### config.mk
export PLATFORM = sky130hd
export DESIGN_NAME = aircc_top
export DESIGN_NICKNAME = d
export VERILOG_FILES = /design/src/hdl/aircc_pkg.sv /design/src/hdl/aircc_decode.sv /design/src/hdl/aircc_top.sv
export SDC_FILE = /design/constraint.sdc
export NUM_CORES = 1
export LEC_CHECK = 0
export BUFFER_PORTS_ARGS = -buffer_cell sky130_fd_sc_hd__buf_2
export CAP_MARGIN = 20
export CORE_MARGIN = 4
export CORE_UTILIZATION = 46
export CTS_CLUSTER_SIZE = 20
export DETAILED_ROUTE_END_ITERATION = 6
export PLACE_DENSITY = 0.78
export SLEW_MARGIN = 0
export SYNTH_ARGS = -nofsm -noshare
export SYNTH_HDL_FRONTEND = slang
export SYNTH_HIERARCHICAL = 1
export SYNTH_SLANG_ARGS = --single-unit
### constraint.sdc
create_clock -name clk -period 3.8 [get_ports clk]
set_clock_uncertainty 0.05 [all_clocks]
set_input_delay 0.76 -clock clk [delete_from_list [all_inputs] [get_ports clk]]
set_output_delay 0.76 -clock clk [all_outputs]
set_load 0.1 [all_outputs]
### src/hdl/aircc_pkg.sv
// constants for converter input and reference control
// Functional notes
// RQ1: the six-bit input code in bits 5:0 picks port pins 0..24 in order, 110000 sensor, 110001 supply, 110010 and up ground, the rest reserved.
// RQ2: software uses codes 010010 through 011000 only on the larger package.
// RQ3: bits 7:6 of both registers read as zero and ignore writes.
// RQ4: software selects the sensor code before converting temperature.
// RQ5: with the sensor disabled its output floats and readings are meaningless.
// RQ6: reference control bit 2 powers the temperature sensor.
// RQ7: reference control bit 3 picks the reference, pin when zero, supply when one.
// RQ8: reference control bit 4 picks the internal level, 1.5 V when zero, 2.20 V when one.
// RQ9: the bias generator is on when any user needs it, or when bit 1 forces it.
// RQ10: bit 0 enables the reference buffer driving the reference pin.
// RQ11: software keeps the buffer off when the on-chip reference is unused.
// RQ12: bit 5 zero lets the zero-tc bias run on demand, one forces it on; set it before suspend.
// RQ13: reference control sits at register address 0xd1 on page 0x00.
// RQ14: channel select sits at register address 0xbb on page 0x00.
// RQ15: reset loads the channel code with all ones and clears reference control.
package aircc_pkg;
  localparam logic [7:0] AIRCC_CHSEL_ADDR  = 8'hbb;
  localparam logic [7:0] AIRCC_REFCTL_ADDR = 8'hd1;
  localparam logic [7:0] AIRCC_PAGE        = 8'h00;
  localparam logic [5:0] AIRCC_CHSEL_RST   = 6'h3f;
  localparam logic [5:0] AIRCC_REFCTL_RST  = 6'h00;
  localparam int         AIRCC_BIT_BUF     = 0;
  localparam int         AIRCC_BIT_BIAS    = 1;
  localparam int         AIRCC_BIT_TEMP    = 2;
  localparam int         AIRCC_BIT_SRC     = 3;
  localparam int         AIRCC_BIT_LVL     = 4;
  localparam int         AIRCC_BIT_ZTC     = 5;
  localparam logic [5:0] AIRCC_PIN_LAST    = 6'h18;
  localparam logic [5:0] AIRCC_CODE_TEMP   = 6'h30;
  localparam logic [5:0] AIRCC_CODE_VDD    = 6'h31;
  localparam int         AIRCC_NPINS       = 25;

  typedef enum logic [2:0] {
    AIRCC_SRC_PIN,
    AIRCC_SRC_TEMP,
    AIRCC_SRC_VDD,
    AIRCC_SRC_GND,
    AIRCC_SRC_RSVD
  } aircc_src_t;
endpackage

### src/hdl/aircc_decode.sv
// input code decoder for the converter multiplexer
`timescale 1ns/100ps
module aircc_decode
  import aircc_pkg::*;
(
  // code in
  input  wire logic [5:0]              code,
  // decoded selection
  output aircc_src_t                   src,
  output logic       [AIRCC_NPINS-1:0] pin_onehot
);
  // RQ1: code decode map
  always_comb begin
    pin_onehot = '0;
    if (code <= AIRCC_PIN_LAST) begin
      src = AIRCC_SRC_PIN;
      pin_onehot[code[4:0]] = 1'b1;
    end else if (code == AIRCC_CODE_TEMP) begin
      src = AIRCC_SRC_TEMP;
    end else if (code == AIRCC_CODE_VDD) begin
      src = AIRCC_SRC_VDD;
    end else if (code > AIRCC_CODE_VDD) begin
      src = AIRCC_SRC_GND;
    end else begin
      src = AIRCC_SRC_RSVD;
    end
  end
endmodule

### src/hdl/aircc_top.sv
// channel select and reference control registers with analog steering
`timescale 1ns/100ps
module aircc_top
  import aircc_pkg::*;
(
  // clock and reset
  input  wire logic                   clk,
  input  wire logic                   srst,
  // special function register access
  input  wire logic [7:0]             sfr_addr,
  input  wire logic [7:0]             sfr_page,
  input  wire logic                   sfr_wr,
  input  wire logic                   sfr_rd,
  input  wire logic [7:0]             sfr_wdata,
  output logic      [7:0]             sfr_rdata,
  output logic                        sfr_hit,
  // bias demand from other analog users
  input  wire logic                   bias_demand,
  input  wire logic                   ztc_demand,
  // converter input multiplexer
  output logic      [AIRCC_NPINS-1:0] mux_pin_sel,
  output logic                        mux_temp_sel,
  output logic                        mux_vdd_sel,
  output logic                        mux_gnd_sel,
  output logic                        mux_reserved,
  // reference and bias controls
  output logic                        temp_sensor_on,
  output logic                        temp_sensor_hiz,
  output logic                        reference_source_select,
  output logic                        reference_level_select,
  output logic                        reference_buffer_on,
  output logic                        analog_bias_on,
  output logic                        zero_tc_bias_on
);
  // channel select state
  logic [5:0]             positive_input_code_r;
  logic [5:0]             positive_input_code_nxt;
  // reference control, one flop per field
  logic                   reference_buffer_on_r;
  logic                   analog_bias_force_on_r;
  logic                   temp_sensor_on_r;
  logic                   reference_source_select_r;
  logic                   reference_level_select_r;
  logic                   zero_tc_bias_force_on_r;
  logic [5:0]             reference_control_q;
  logic [5:0]             reference_control_nxt;
  // register access decode
  logic                   hit_chsel;
  logic                   hit_refctl;
  logic                   wr_chsel;
  logic                   wr_refctl;
  logic                   rd_chsel;
  logic                   rd_refctl;
  // read data
  logic [7:0]             sfr_rdata_r;
  logic [7:0]             sfr_rdata_nxt;
  // steering decoded one step ahead of the code flop
  aircc_src_t             src_nxt;
  logic [AIRCC_NPINS-1:0] pin_onehot_nxt;
  logic [AIRCC_NPINS-1:0] mux_pin_sel_r;
  logic                   mux_temp_sel_r;
  logic                   mux_vdd_sel_r;
  logic                   mux_gnd_sel_r;
  logic                   mux_reserved_r;
  // analog bias requests
  logic                   bias_users;

  // page and address match
  function automatic logic sfr_match(input logic [7:0] page, input logic [7:0] addr,
                                     input logic [7:0] target);
    sfr_match = (page == AIRCC_PAGE) && (addr == target);
  endfunction

  // RQ3: top bits read zero
  function automatic logic [7:0] pad_reg(input logic [5:0] v);
    pad_reg = {2'b00, v};
  endfunction

  // reset wins over a write in the same cycle
  function automatic logic [5:0] reg_next(input logic       rst,
                                          input logic       we,
                                          input logic [5:0] cur,
                                          input logic [5:0] wval,
                                          input logic [5:0] rstval);
    if (rst) begin
      reg_next = rstval;
    end else if (we) begin
      reg_next = wval;
    end else begin
      reg_next = cur;
    end
  endfunction

  // RQ13: reference control decode
  assign hit_refctl = sfr_match(sfr_page, sfr_addr, AIRCC_REFCTL_ADDR);
  // RQ14: channel select decode
  assign hit_chsel  = sfr_match(sfr_page, sfr_addr, AIRCC_CHSEL_ADDR);
  assign sfr_hit    = hit_chsel || hit_refctl;
  assign wr_chsel   = sfr_wr && hit_chsel;
  assign wr_refctl  = sfr_wr && hit_refctl;
  assign rd_chsel   = sfr_rd && hit_chsel;
  assign rd_refctl  = sfr_rd && hit_refctl;

  // RQ3: write ignores bits 7:6
  // RQ15: reset loads the ground code
  assign positive_input_code_nxt = reg_next(srst, wr_chsel, positive_input_code_r, sfr_wdata[5:0],
                                            AIRCC_CHSEL_RST);

  always_ff @(posedge clk) begin
    positive_input_code_r <= positive_input_code_nxt;
  end

  // RQ15: reference control cleared by reset
  assign reference_control_nxt = reg_next(srst, wr_refctl, reference_control_q, sfr_wdata[5:0],
                                          AIRCC_REFCTL_RST);

  // RQ10: buffer enable flop
  always_ff @(posedge clk) begin
    reference_buffer_on_r <= reference_control_nxt[AIRCC_BIT_BUF];
  end

  // RQ9: bias force flop
  always_ff @(posedge clk) begin
    analog_bias_force_on_r <= reference_control_nxt[AIRCC_BIT_BIAS];
  end

  // RQ6: sensor enable flop
  always_ff @(posedge clk) begin
    temp_sensor_on_r <= reference_control_nxt[AIRCC_BIT_TEMP];
  end

  // RQ7: reference source flop
  always_ff @(posedge clk) begin
    reference_source_select_r <= reference_control_nxt[AIRCC_BIT_SRC];
  end

  // RQ8: level select flop
  always_ff @(posedge clk) begin
    reference_level_select_r <= reference_control_nxt[AIRCC_BIT_LVL];
  end

  // RQ12: zero-tc force flop
  always_ff @(posedge clk) begin
    zero_tc_bias_force_on_r <= reference_control_nxt[AIRCC_BIT_ZTC];
  end

  // field flops gathered for read-back
  always_comb begin
    reference_control_q                 = '0;
    reference_control_q[AIRCC_BIT_BUF]  = reference_buffer_on_r;
    reference_control_q[AIRCC_BIT_BIAS] = analog_bias_force_on_r;
    reference_control_q[AIRCC_BIT_TEMP] = temp_sensor_on_r;
    reference_control_q[AIRCC_BIT_SRC]  = reference_source_select_r;
    reference_control_q[AIRCC_BIT_LVL]  = reference_level_select_r;
    reference_control_q[AIRCC_BIT_ZTC]  = zero_tc_bias_force_on_r;
  end

  // RQ3: read-back with zero top bits
  always_comb begin
    if (srst) begin
      sfr_rdata_nxt = 8'h00;
    end else if (rd_chsel) begin
      sfr_rdata_nxt = pad_reg(positive_input_code_r);
    end else if (rd_refctl) begin
      sfr_rdata_nxt = pad_reg(reference_control_q);
    end else begin
      // unmapped or idle reads give zero
      sfr_rdata_nxt = 8'h00;
    end
  end

  always_ff @(posedge clk) begin
    sfr_rdata_r <= sfr_rdata_nxt;
  end

  assign sfr_rdata = sfr_rdata_r;

  // RQ1: decode the code about to be stored
  aircc_decode u_decode (
    .code       (positive_input_code_nxt),
    .src        (src_nxt),
    .pin_onehot (pin_onehot_nxt)
  );

  // RQ1: steering flops track the code flop
  always_ff @(posedge clk) begin
    mux_pin_sel_r <= pin_onehot_nxt;
  end

  always_ff @(posedge clk) begin
    mux_temp_sel_r <= (src_nxt == AIRCC_SRC_TEMP);
  end

  always_ff @(posedge clk) begin
    mux_vdd_sel_r <= (src_nxt == AIRCC_SRC_VDD);
  end

  always_ff @(posedge clk) begin
    mux_gnd_sel_r <= (src_nxt == AIRCC_SRC_GND);
  end

  // reserved codes leave every switch open
  always_ff @(posedge clk) begin
    mux_reserved_r <= (src_nxt == AIRCC_SRC_RSVD);
  end

  assign mux_pin_sel  = mux_pin_sel_r;
  assign mux_temp_sel = mux_temp_sel_r;
  assign mux_vdd_sel  = mux_vdd_sel_r;
  assign mux_gnd_sel  = mux_gnd_sel_r;
  assign mux_reserved = mux_reserved_r;

  // RQ6: sensor power
  assign temp_sensor_on          = temp_sensor_on_r;
  // RQ5: sensor floats while off
  assign temp_sensor_hiz         = ~temp_sensor_on_r;
  // RQ7: reference source
  assign reference_source_select = reference_source_select_r;
  // RQ8: internal level select
  assign reference_level_select  = reference_level_select_r;
  // RQ10: buffer onto reference pin
  assign reference_buffer_on     = reference_buffer_on_r;

  // RQ9: bias on demand or forced
  // local users are the sensor and the buffer; others arrive on bias_demand
  assign bias_users     = bias_demand | temp_sensor_on_r | reference_buffer_on_r;
  assign analog_bias_on = analog_bias_force_on_r | bias_users;

  // RQ12: zero-tc bias forced or on demand
  // demand stays combinational so a waking user gets bias in its own cycle
  assign zero_tc_bias_on = zero_tc_bias_force_on_r | ztc_demand;
endmodule

; ---- Word level (Yosys, flattened, before mapping)
; Index checks and enable logic that the tools add are counted.
[op_classes]
magnitude_cmp = 4
n_eq_ne = 8
muxes = 10
n_bitwise = 5
reduce_logical = 10
[ops]
columns = op, count
row1 = 2-to-1 mux 6 bit, 4
row2 = equality test 8 bit (second input constant), 2
row3 = equality test 6 bit (second input constant), 2
row4 = 2-to-1 mux 3 bit, 4
row5 = logical NOT 8 bit, 1
row6 = logical AND 1 bit, 7
row7 = equality test 3 x 2 -> 1 bit (second input constant), 2
row8 = greater-than comparator 6 bit (second input constant), 1
row9 = <= comparator 6 x 5 -> 1 bit (second input constant), 1
row10 = < comparator 5 x 6 -> 1 bit (second input constant), 1
row11 = demux 1 bit (select 5 bit), 1
row12 = >= comparator 5 x 1 -> 1 bit (second input constant), 1
row13 = bitwise OR 1 bit, 4
row14 = equality test 3 x 1 -> 1 bit (second input constant), 1
row15 = equality test 3 bit (second input constant), 1
row16 = OR reduction 2 bit, 1
row17 = logical OR 1 bit, 1
row18 = 2-to-1 mux 1 bit, 1
row19 = inverter 1 bit, 1
[totals]
register_bits = 49
output_inout_bits = 45
elab_cells = 51

; ---- Depth between registers and ports, before layout
; Gate-level depths: netlist (run 1).
[logic_depth]
word_depth = 11
depth_mapped = 9

; ---- Cells and area by module
; Netlist (run 1), hierarchy kept.
[modules_own_cells]
columns = module, n_inst, cells_each, area_per_inst_um2
row1 = aircc_top, 1, 121, 1410.1
row2 = aircc_decode, 1, 45, 266.5

; ---- Worst setup path after synthesis (run 1)
; Ideal clock, no wire load.
[synth_path]
kind = input -> output
startpoint = input sfr_addr[1]
endpoint = output sfr_hit
arrival_ns = 6.117
required_time_ns = 2.990
path_slack_ns = -3.127
stages = 2
n_path_buf = 0
cell_sequence = or4b_1 -> a2111oi_0
[synth_via]
elab_chain_cells = 3
[synth_lines]
columns = item, line
row1 = from (decl), aircc_top.sv:10  ; input wire logic [7:0] sfr_addr,
row2 = equality test 8 bit, aircc_top.sv:71  ; sfr_match = (page == AIRCC_PAGE) && (addr == target);
row3 = logical AND 1 bit, aircc_top.sv:71
row4 = logical OR 1 bit *, aircc_top.sv:98  ; assign sfr_hit = hit_chsel || hit_refctl;
row5 = to (decl), aircc_top.sv:16  ; output logic sfr_hit,
; Mark *: on every way between the ends. The rest lies on a longest branch, timed or not.

; ---- Final worst setup path (run 1)
; Same ends and word-level chain as after synthesis.

==> metrics.txt, run 1 <==
# TYPE chip_impl_metric gauge
chip_impl_info{name="status",value="finished clean"} 1
chip_impl_metric{name="grt_max_degree",unit=""} 16
chip_impl_metric{name="place.port_buffers",unit=""} 70
chip_impl_metric{name="post-route-drc-count",unit=""} 0
chip_impl_metric{name="irDropWorstVdd",unit="mV"} 0.220
chip_impl_metric{name="grt_usage",unit=""} 0.168
chip_impl_metric{name="clock-sinks",unit=""} 47
chip_impl_metric{name="placer_congestion_estimate",unit=""} 0.808
chip_impl_metric{name="synth.yosys.seq_area_share",unit=""} 0.561
chip_impl_info{name="synth_largest_area_cell",value="dfxtp_1"} 1
chip_impl_metric{name="number_of_global_route_vias_before_repair",unit=""} 1304
chip_impl_info{name="cts_root_buf",value="clkbuf_4"} 1
chip_impl_info{name="synthTopCellsByCount",value="dfxtp_1, nor2_1, o21ai_1"} 1
chip_impl_metric{name="cts_inserted_buffers",unit=""} 5
chip_impl_metric{name="switching_share",unit=""} 0.243
chip_impl_metric{name="post_synth_instance_area",unit="µm²"} 1680
chip_impl_metric{name="dp_cells",unit=""} 275
chip_impl_metric{name="postRouteWirelength",unit="µm"} 3590
chip_impl_metric{name="leakage",unit="nW"} 1.01
chip_impl_metric{name="synth-seq-cells",unit=""} 47
chip_impl_metric{name="timing.setup.tns",unit="ns"} 0
chip_impl_info{name="cts_tree",value="yes"} 1
chip_impl_metric{name="tightest_slew",unit="ns"} 0.768
chip_impl_metric{name="p_int",unit="µW"} 580
chip_impl_metric{name="cp_data_required_time",unit="ns"} 2.99
chip_impl_metric{name="std_cell_rows",unit=""} 21
chip_impl_metric{name="chipWidth",unit="µm"} 68.4
chip_impl_metric{name="crit_fanout",unit=""} 3
chip_impl_info{name="setup.worst_path.end",value="sfr_hit"} 1
chip_impl_info{name="ys.flop_type",value="dfxtp_1"} 1
chip_impl_metric{name="finalHoldViolations",unit=""} 0
chip_impl_metric{name="die_area",unit="µm²"} 4670
chip_impl_metric{name="grt_first_pass_wirelength",unit="µm"} 5750
chip_impl_info{name="critPathLaunch",value="sfr_addr[1]"} 1
chip_impl_metric{name="clock_power_share",unit=""} 0.296
chip_impl_metric{name="post_cts_hold_buffer_count",unit=""} 0
chip_impl_info{name="yosysMostFrequentCell",value="dfxtp_1"} 1
chip_impl_metric{name="net-switching-power",unit="µW"} 186
chip_impl_metric{name="routed-via-count",unit=""} 1433
chip_impl_metric{name="clk_pin_slew",unit="ns"} 0.13
chip_impl_metric{name="cts.htree.levels",unit=""} 2
chip_impl_metric{name="grt_antenna_before_repair",unit=""} 0
chip_impl_metric{name="share_comb_of_total_power",unit=""} 0.061
chip_impl_metric{name="cap_violations",unit=""} 0
chip_impl_metric{name="power.share.sequential",unit=""} 0.643
chip_impl_metric{name="setup-violations-final",unit=""} 0
chip_impl_info{name="hold_class",value="flop to flop"} 1
chip_impl_metric{name="postSynthAreaPerCell",unit="µm²"} 10.1
chip_impl_metric{name="share_of_the_synthesized_area_in_the_top_cell_type",unit=""} 0.561
chip_impl_info{name="ys_top_cells_by_area",value="dfxtp_1, nor2_1, o21ai_1, or4b_4, a22oi_1"} 1
chip_impl_metric{name="hpwl",unit="µm"} 2730
chip_impl_metric{name="period_utilization",unit=""} 0.830
chip_impl_metric{name="dr.first_iter.drc_count",unit=""} 60
chip_impl_metric{name="cts.repair.resized",unit=""} 0
chip_impl_metric{name="avgViaCountPerCell",unit=""} 5.06
chip_impl_metric{name="final_nets",unit=""} 266
chip_impl_metric{name="reg2reg_depth",unit=""} 4
chip_impl_metric{name="wl_per_cell",unit="µm"} 12.7
chip_impl_metric{name="p_per_area",unit="nW/µm²"} 361
chip_impl_info{name="start_kind",value="input pin"} 1
chip_impl_metric{name="rrSetupSlack",unit="ns"} 1.98
chip_impl_metric{name="number_of_top_level_pins",unit=""} 75
chip_impl_metric{name="post-cts-setup-buffer-count",unit=""} 0
chip_impl_metric{name="relative_max_transition_margin",unit=""} 0.485
chip_impl_metric{name="chipHeight",unit="µm"} 68.4
chip_impl_metric{name="yosysWarningCount",unit=""} 6
chip_impl_metric{name="yosys.cell_types.count",unit=""} 33
chip_impl_metric{name="antennaDiodeCount",unit=""} 0
chip_impl_info{name="rr_endpoint",value="mux_pin_sel[19]"} 1
chip_impl_metric{name="synth_cells",unit=""} 166
chip_impl_metric{name="maximum_number_of_buffers_from_clock_root_to_sink",unit=""} 2
chip_impl_metric{name="finalCoreUtilization",unit=""} 0.621
chip_impl_metric{name="clkLatencyLatePin",unit="ns"} 0.36
chip_impl_metric{name="total_power",unit="µW"} 766
chip_impl_metric{name="final_period_minus_worst_setup_slack",unit="ns"} 3.15
chip_impl_metric{name="share_of_cells_above_drive_strength_1",unit=""} 0.392
chip_impl_metric{name="final_cells",unit=""} 283
chip_impl_metric{name="core_area",unit="µm²"} 3420
chip_impl_info{name="timing.setup.critical_path_class",value="input pin to output port"} 1
chip_impl_metric{name="crit_arrival",unit="ns"} 2.34
chip_impl_info{name="setup_repair_after_global_routing_missed_its_margin",value="false"} 1
chip_impl_info{name="end_kind",value="output port"} 1
chip_impl_info{name="r2r-start",value="positive_input_code_r[4]"} 1
chip_impl_metric{name="firstDrtPassIters",unit=""} 5
chip_impl_metric{name="fmax",unit="MHz"} 317
chip_impl_metric{name="start_util",unit=""} 0.491
chip_impl_metric{name="final_antenna_net_count",unit=""} 0
chip_impl_metric{name="area_growth_syn_to_layout",unit="%"} 26.6
chip_impl_metric{name="synth-edff-count",unit=""} 0
chip_impl_metric{name="max_slew_violation_total_from_the_final_report",unit=""} 0
chip_impl_metric{name="async_sr_flop_fraction",unit=""} 0
chip_impl_metric{name="grt_overflow",unit=""} 0
==> cells in the final DEF, fill, tap and decap left out, types with 2 or more instances in the layout <==
| cell | netlist | routed |
|---|---|---|
| nor2_1 | 28 | 28 |
| buf_2 | 3 | 70 |
| nor2_2 | 3 | 3 |
| nor4_4 | 2 | 2 |
| dfxtp_1 | 47 | 47 |
| inv_1 | 9 | 9 |
| a22oi_1 | 6 | 6 |
| conb_1 | 1 | 2 |
| or4b_4 | 4 | 4 |
| nor3b_1 | 3 | 3 |
| a21oi_1 | 6 | 6 |
| clkbuf_4 | 0 | 5 |
| nand4bb_1 | 4 | 4 |
| clkinv_2 | 0 | 2 |
| o311a_1 | 2 | 2 |
| a31oi_1 | 6 | 6 |
| or4_4 | 3 | 3 |
| o21ai_1 | 11 | 11 |
| nand2b_1 | 3 | 3 |
| nand3_1 | 6 | 6 |
==> worst min-delay path by stage <==
stage	from	end	slack, ns	cells past startpoint
after floorplan	positive_input_code_r[4]	positive_input_code_r[4]	0.41	2
after global placement	reference_source_select	reference_source_select	0.44	2
after detailed placement	analog_bias_force_on_r	analog_bias_force_on_r	0.44	2
after CTS	analog_bias_force_on_r	analog_bias_force_on_r	0.46	2
after global routing	reference_level_select	reference_level_select	0.50	2
final	zero_tc_bias_force_on_r	zero_tc_bias_force_on_r	0.46	2
==> sequential cells by signal, summed over array words and instances (netlist names) <==
register                 cells
analog_bias_force_on_r       1
positive_input_code_r        6
reference_source_select      1
reference_buffer_on          1
sfr_rdata                    6
reference_level_select       1
zero_tc_bias_force_on_r      1
mux_gnd_sel                  1
mux_temp_sel                 1
mux_vdd_sel                  1
mux_reserved                 1
temp_sensor_on               1
mux_pin_sel                 25
==> power groups by stage <==
stage	clock (mW)	sequential, mW	combinational (mW)
detailed placement	0	0.504	0.0466
CTS	0.235	0.493	0.0467
finish	0.227	0.493	0.0466
global route	0.253	0.493	0.0504
floorplan	0	0.504	0.0304
global placement	0	0.504	0.0460
==> critical path: stages <==
cell and delay [ns]:
buf_2 0.10, or4b_1 0.64, a2111oi_4 0.37, buf_2 0.47
==> per-stage QoR <==
step | setup WS (ns) | instance area (µm²) | hold WS, ns
floorplan | 0.345 | 1700 | 0.412
global placement | 0.536 | 2070 | 0.436
detailed placement | 0.487 | 2070 | 0.441
CTS | 0.633 | 2120 | 0.459
global route | 0.595 | 2120 | 0.498
finish | 0.645 | 2120 | 0.456
==> layout make-up <==
cell class | instances | area (µm²)
well taps | 46 | 57.6
inverters | 9 | 33.8
clock buffers | 5 | 37.5
multi-input cells | 102 | 676
flip-flops and latches | 47 | 941
fillers | 332 | 1290
repair buffers | 71 | 358
clock inverters | 3 | 18.8
==> cell families (layout without fill, tap and decap cells) <==
group	Yosys count	count (layout)	share of synthesized area
and+or+nand+nor	66	66	0.263
DFF	47	47	0.561
other	1	2	0.00224
buffers and inverters	18	88	0.0492
AOI/OAI and AO/OA	34	34	0.124
==> per-layer routing <==
layer | track usage | part of all wire | vias to the layer above
met5 | 0 | 0 | -
met4 | 0.0893 | 0.019 | 0
met3 | 0.0460 | 0.079 | 6
met2 | 0.279 | 0.50 | 58
met1 | 0.194 | 0.40 | 651
li1 | - | - | 718
Power figures use the tool's default switching activity.
==> inputs of run 2 (changes only) <==
- CORE_UTILIZATION: 46 -> 41
- PLACE_DENSITY: 0.78 -> 0.74
- clock period: 3.8 -> 2.8 ns (I/O delays scaled with it)
==> run 2 against run 1 <==
Net effect:
- sequential share of layout area down 3.0 points
- sequential cell count unchanged
- power up 45%
- sequential power up 35%
- routed wire length up 1.1%
- non-clock buffer count up 14
- global-route usage down 1.9 points
- register-to-register slack worse by 0.86 ns
- critical path depth up 1
- worst hold slack worse by 0.0036 ns
- setup slack worse by 0.42 ns
==> metrics.txt, run 2 (synthesis gave the netlist of run 1 again) <==
# TYPE chip_impl_metric gauge
chip_impl_metric{name="start_util",unit=""} 0.441
chip_impl_metric{name="fin_hold_ws",unit="ns"} 0.453
chip_impl_metric{name="final_period_minus_worst_setup_slack",unit="ns"} 2.57
chip_impl_metric{name="cts.htree.levels",unit=""} 2
chip_impl_info{name="layout_common_cells",value="buf_2, dfxtp_1, nor2_1"} 1
chip_impl_metric{name="clk_pin_slew",unit="ns"} 0.08
chip_impl_metric{name="period_utilization",unit=""} 0.919
chip_impl_metric{name="firstDrtPassIters",unit=""} 4
chip_impl_info{name="end_kind",value="output port"} 1
chip_impl_metric{name="leakage",unit="nW"} 1.08
chip_impl_metric{name="crit_arrival",unit="ns"} 1.96
chip_impl_metric{name="area_growth_syn_to_layout",unit="%"} 35.8
chip_impl_info{name="min_delay_worst_endpoint",value="analog_bias_force_on_r"} 1
chip_impl_info{name="timing.setup.critical_path_class",value="input pin to output port"} 1
chip_impl_metric{name="grt_first_pass_wirelength",unit="µm"} 6020
chip_impl_metric{name="grt_max_degree",unit=""} 15
chip_impl_metric{name="number_of_global_route_vias_before_repair",unit=""} 1351
chip_impl_metric{name="core_area",unit="µm²"} 3800
chip_impl_metric{name="cap_violations",unit=""} 0
chip_impl_metric{name="largest_register_ff_count",unit=""} 25
chip_impl_metric{name="post-cts-setup-buffer-count",unit=""} 0
chip_impl_metric{name="total_power",unit="mW"} 1.11
chip_impl_metric{name="grt_overflow",unit=""} 0
chip_impl_metric{name="crit_fanout",unit=""} 3
chip_impl_metric{name="post_cts_hold_buffer_count",unit=""} 0
chip_impl_metric{name="relative_max_transition_margin",unit=""} 0.583
chip_impl_metric{name="clock-sinks",unit=""} 47
chip_impl_metric{name="p_per_area",unit="nW/µm²"} 489
chip_impl_metric{name="postRouteWirelength",unit="µm"} 3630
chip_impl_metric{name="fin_ws",unit="ns"} 0.228
chip_impl_metric{name="number_of_instances_on_the_worst_hold_path",unit=""} 2
chip_impl_metric{name="clkLatencyLatePin",unit="ns"} 0.29
chip_impl_metric{name="chipWidth",unit="µm"} 71.9
chip_impl_metric{name="tightest_slew",unit="ns"} 0.621
chip_impl_metric{name="std_cell_rows",unit=""} 22
chip_impl_metric{name="die_area",unit="µm²"} 5180
chip_impl_metric{name="number_of_top_level_pins",unit=""} 75
chip_impl_info{name="most_common_cell_after_layout_fill_and_taps_aside",value="buf_2"} 1
chip_impl_info{name="timing.hold.worst.start",value="analog_bias_force_on_r"} 1
chip_impl_metric{name="grt_antenna_before_repair",unit=""} 0
chip_impl_metric{name="maximum_number_of_buffers_from_clock_root_to_sink",unit=""} 2
chip_impl_metric{name="fmax",unit="MHz"} 389
chip_impl_metric{name="routed-via-count",unit=""} 1491
chip_impl_metric{name="rrSetupSlack",unit="ns"} 1.12
chip_impl_metric{name="cp_data_required_time",unit="ns"} 2.19
chip_impl_info{name="cts_root_buf",value="clkbuf_8"} 1
chip_impl_metric{name="reg2reg_depth",unit=""} 4
chip_impl_metric{name="placer_congestion_estimate",unit=""} 0.781
chip_impl_metric{name="final_antenna_net_count",unit=""} 0
chip_impl_metric{name="setup-violations-final",unit=""} 0
chip_impl_metric{name="hpwl",unit="µm"} 2830
chip_impl_metric{name="finalCoreUtilization",unit=""} 0.599
chip_impl_metric{name="finalHoldViolations",unit=""} 0
chip_impl_metric{name="max_slew_violation_total_from_the_final_report",unit=""} 0
chip_impl_metric{name="post-place-ws",unit="ns"} -0.0739
chip_impl_info{name="r2r-start",value="positive_input_code_r[2]"} 1
chip_impl_metric{name="place.port_buffers",unit=""} 70
chip_impl_metric{name="wl_per_cell",unit="µm"} 12.2
chip_impl_metric{name="cts.repair.resized",unit=""} 0
chip_impl_info{name="setup_repair_after_global_routing_missed_its_margin",value="false"} 1
chip_impl_info{name="cts_tree",value="yes"} 1
chip_impl_info{name="hold_class",value="flop to flop"} 1
chip_impl_metric{name="antennaDiodeCount",unit=""} 0
chip_impl_metric{name="avgViaCountPerCell",unit=""} 5.00
chip_impl_metric{name="dr.first_iter.drc_count",unit=""} 89
chip_impl_metric{name="final_nets",unit=""} 280
chip_impl_metric{name="irDropWorstVdd",unit="mV"} 0.171
chip_impl_info{name="status",value="finished clean"} 1
chip_impl_info{name="rr_endpoint",value="mux_pin_sel[6]"} 1
chip_impl_metric{name="cts_inserted_buffers",unit=""} 5
chip_impl_metric{name="post-route-drc-count",unit=""} 0
chip_impl_metric{name="timing.setup.tns",unit="ns"} 0
chip_impl_metric{name="share_of_cells_above_drive_strength_1",unit=""} 0.432
chip_impl_metric{name="chipHeight",unit="µm"} 71.9
chip_impl_info{name="start_kind",value="input pin"} 1
chip_impl_metric{name="grt_usage",unit=""} 0.148
==> run 2: power breakdown <==
| part | internal, mW | switching, mW | leakage (nW) |
|---|---|---|---|
| Sequential | 0.668 | 0.00000211 | 0.379 |
| Combinational | 0.0222 | 0.0434 | 0.657 |
| Clock | 0.171 | 0.210 | 0.0440 |
==> run 2: through the flow <==
step / cells / instance area (µm²)
2_1_floorplan: 167 / 1710
3_3_place_gp: 291 / 2190
3_5_place_dp: 291 / 2190
4_1_cts: 298 / 2280
5_1_grt: 298 / 2280
6_report: 298 / 2280
==> run 2: worst max path at each step <==
stage | from | to | slack [ns] | cells past startpoint
floorplan | sfr_page[1] | sfr_hit | -0.17 | 2
global placement | sfr_page[1] | mux_pin_sel[4] | -0.04 | 8
detailed placement | sfr_page[1] | mux_pin_sel[11] | -0.07 | 8
CTS | sfr_page[1] | sfr_hit | 0.22 | 5
global route | sfr_page[1] | mux_gnd_sel | 0.05 | 9
finish | sfr_page[1] | sfr_hit | 0.23 | 5
==> run 2: layout make-up <==
cell class,instances,area [µm²]
inverters,9,33.8
multi-input cells,102,682
well taps,48,60.1
repair buffers,85,478
clock buffers,5,68.8
fillers,344,1520
clock inverters,2,13.8
flip-flops and latches,47,941
==> run 2: critical path, cell delays in order <==
cell,delay (ns)
buf_2,0.09
or4b_4,0.54
buf_4,0.17
a2111oi_4,0.36
buf_12,0.22
==> run 2: metal layers <==
layer | share of wire | GRT usage
met1 | 0.41 | 0.188
met2 | 0.49 | 0.237
met5 | 0 | 0
met3 | 0.083 | 0.0402
met4 | 0.014 | 0.0647
==> inputs of run 3 (changes only) <==
- MAX_ROUTING_LAYER: not set -> met4
==> run 3 against run 2 <==
Net effect:
- non-clock buffer count unchanged
- core utilization unchanged
- via count is 1.1% lower
- power about the same
- cell area stayed put
- sequential power about the same
- clock power about the same
- combinational power about the same
- setup slack is the same
- critical endpoint unchanged
- largest cell class unchanged
- largest power group unchanged
==> metrics.txt, run 3 (synthesis gave the netlist of run 1 again) <==
# TYPE chip_impl_metric gauge
chip_impl_info{name="status",value="finished clean"} 1
chip_impl_metric{name="cp_data_required_time",unit="ns"} 2.19
chip_impl_metric{name="net-switching-power",unit="µW"} 254
chip_impl_info{name="cts_tree",value="yes"} 1
chip_impl_metric{name="crit_arrival",unit="ns"} 1.96
chip_impl_metric{name="start_util",unit=""} 0.441
chip_impl_metric{name="die_area",unit="µm²"} 5180
chip_impl_metric{name="clock-sinks",unit=""} 47
chip_impl_metric{name="switching_share",unit=""} 0.228
chip_impl_metric{name="finalHoldViolations",unit=""} 0
chip_impl_metric{name="avgViaCountPerCell",unit=""} 4.95
chip_impl_metric{name="cts.htree.levels",unit=""} 2
chip_impl_info{name="layout_common_cells",value="buf_2, dfxtp_1, nor2_1"} 1
chip_impl_metric{name="grt_overflow",unit=""} 0
chip_impl_metric{name="relative_max_transition_margin",unit=""} 0.596
chip_impl_metric{name="period_utilization",unit=""} 0.919
chip_impl_metric{name="std_cell_rows",unit=""} 22
chip_impl_metric{name="core_area",unit="µm²"} 3800
chip_impl_metric{name="post-route-drc-count",unit=""} 0
chip_impl_metric{name="n_fill_cell",unit=""} 344
chip_impl_metric{name="grt_first_pass_wirelength",unit="µm"} 6040
chip_impl_metric{name="chipWidth",unit="µm"} 71.9
chip_impl_metric{name="dr.first_iter.drc_count",unit=""} 104
chip_impl_info{name="critical_path.cell_chain",value="buf_2 -> or4b_4 -> buf_4 -> a2111oi_4 -> buf_12"} 1
chip_impl_info{name="cp_slowest_cell",value="or4b_4"} 1
chip_impl_metric{name="fmax",unit="MHz"} 389
chip_impl_metric{name="chipHeight",unit="µm"} 71.9
chip_impl_metric{name="post-cts-setup-buffer-count",unit=""} 0
chip_impl_metric{name="cp_slowest_stage_delay",unit="ns"} 0.54
chip_impl_metric{name="share_of_cells_above_drive_strength_1",unit=""} 0.432
chip_impl_metric{name="number_of_global_route_vias_before_repair",unit=""} 1353
chip_impl_metric{name="hpwl",unit="µm"} 2830
chip_impl_metric{name="routed-via-count",unit=""} 1474
chip_impl_metric{name="post-place-ws",unit="ns"} -0.0739
chip_impl_info{name="timing.setup.critical_path_class",value="input pin to output port"} 1
chip_impl_metric{name="irDropWorstVdd",unit="mV"} 0.171
chip_impl_metric{name="final_antenna_net_count",unit=""} 0
chip_impl_metric{name="p_per_area",unit="nW/µm²"} 489
chip_impl_metric{name="maximum_number_of_buffers_from_clock_root_to_sink",unit=""} 2
chip_impl_metric{name="cts.repair.resized",unit=""} 0
chip_impl_metric{name="clock_power_share",unit=""} 0.342
chip_impl_metric{name="final_period_minus_worst_setup_slack",unit="ns"} 2.57
chip_impl_metric{name="multiInputGateArea",unit="µm²"} 682
chip_impl_info{name="most_common_cell_after_layout_fill_and_taps_aside",value="buf_2"} 1
chip_impl_info{name="start_kind",value="input pin"} 1
chip_impl_metric{name="cts_inserted_buffers",unit=""} 5
chip_impl_metric{name="clkLatencyLatePin",unit="ns"} 0.29
chip_impl_metric{name="grt_antenna_before_repair",unit=""} 0
chip_impl_metric{name="number_of_top_level_pins",unit=""} 75
chip_impl_metric{name="regArea",unit="µm²"} 941
chip_impl_metric{name="wl_per_cell",unit="µm"} 12.1
chip_impl_info{name="setup_repair_after_global_routing_missed_its_margin",value="false"} 1
chip_impl_metric{name="antennaDiodeCount",unit=""} 0
chip_impl_metric{name="crit_fanout",unit=""} 3
chip_impl_metric{name="grt_max_degree",unit=""} 15
chip_impl_metric{name="share_comb_of_total_power",unit=""} 0.059
chip_impl_metric{name="finalCoreUtilization",unit=""} 0.599
chip_impl_metric{name="post_cts_hold_buffer_count",unit=""} 0
chip_impl_metric{name="postRouteWirelength",unit="µm"} 3610
chip_impl_metric{name="post_dp_cell_area",unit="µm²"} 2190
chip_impl_metric{name="setup-violations-final",unit=""} 0
chip_impl_info{name="end_kind",value="output port"} 1
chip_impl_info{name="hold_class",value="flop to flop"} 1
chip_impl_metric{name="area_growth_syn_to_layout",unit="%"} 35.8
chip_impl_metric{name="cap_violations",unit=""} 0
chip_impl_metric{name="leakage",unit="nW"} 1.08
chip_impl_metric{name="grt_usage",unit=""} 0.154
chip_impl_metric{name="tightest_slew",unit="ns"} 0.601
chip_impl_metric{name="clk_pin_slew",unit="ns"} 0.08
chip_impl_metric{name="p_int",unit="µW"} 860
chip_impl_metric{name="placer_congestion_estimate",unit=""} 0.792
chip_impl_info{name="cts_root_buf",value="clkbuf_8"} 1
chip_impl_info{name="critPathTopFamily",value="simple AND/OR/NAND/NOR gates"} 1
chip_impl_metric{name="place.port_buffers",unit=""} 70
chip_impl_metric{name="finish.instance_area",unit="µm²"} 2280
chip_impl_metric{name="final_cells",unit=""} 298
chip_impl_metric{name="max_slew_violation_total_from_the_final_report",unit=""} 0
chip_impl_metric{name="power.share.sequential",unit=""} 0.599
chip_impl_metric{name="fin_ws",unit="ns"} 0.228
chip_impl_metric{name="largest_register_ff_count",unit=""} 25
chip_impl_metric{name="firstDrtPassIters",unit=""} 4
chip_impl_metric{name="path_buf_inv",unit=""} 3
chip_impl_metric{name="final_nets",unit=""} 280
chip_impl_metric{name="dp_cells",unit=""} 291
## run 3: cell counts in the layout (fill, tap and decap cells not counted)
Identical to the previous run, type by type.
## run 3: worst reg2reg max path, delay by kind of cell (launching register included)
family | cells | cell delay, ns
buffers and inverters | 1 | 0.05
flip-flops | 1 | 0.35
AO/OA/AOI/OAI | 1 | 0.49
AND/OR/NAND/NOR | 2 | 0.69
## run 3: layer usage
| metal | part of all wire | track usage | wire length (µm) | vias to the layer above |
|---|---|---|---|---|
| met2 | 0.49 | 0.237 | 1780 | 47 |
| li1 | - | - | - | 751 |
| met3 | 0.070 | 0.0443 | 252 | 6 |
| met1 | 0.42 | 0.189 | 1520 | 670 |
| met5 | 0 | - | 0 | - |
| met4 | 0.015 | 0.0647 | 55 | 0 |
## run 3: stage by stage
stage          hold slack [ns]  TNS (ns)  total power [mW]
2_1_floorplan            0.408    -0.168             0.725
3_3_place_gp             0.427    -0.421             0.748
3_5_place_dp             0.442     -1.21             0.749
4_1_cts                  0.453         0              1.12
5_1_grt                  0.482         0              1.16
6_report                 0.453         0              1.11
## run 3: power groups by stage
stage	combinational (mW)	sequential, mW	clock (mW)
finish	0.0656	0.668	0.381
floorplan	0.0417	0.683	0
global placement	0.0647	0.683	0
global route	0.0706	0.668	0.421
CTS	0.0656	0.668	0.390
detailed placement	0.0656	0.683	0
## run 3: layout make-up
| type | count | share of cell area |
|---|---|---|
| clock buffers | 5 | 0.0302 |
| clock inverters | 2 | 0.00604 |
| inverters | 9 | 0.0148 |
| multi-input cells | 102 | 0.299 |
| flip-flops and latches | 47 | 0.413 |
| well taps | 48 | 0.0264 |
| repair buffers | 85 | 0.210 |
## run 3: final timing paths
check / start / to / slack [ns] / cells after the start
max: sfr_page[1] / sfr_hit / 0.23 / 5
min: reference_source_select / reference_source_select / 0.45 / 2
max reg2reg: positive_input_code_r[2] / mux_pin_sel[6] / 1.12 / 4
min reg2reg: reference_source_select / reference_source_select / 0.45 / 2
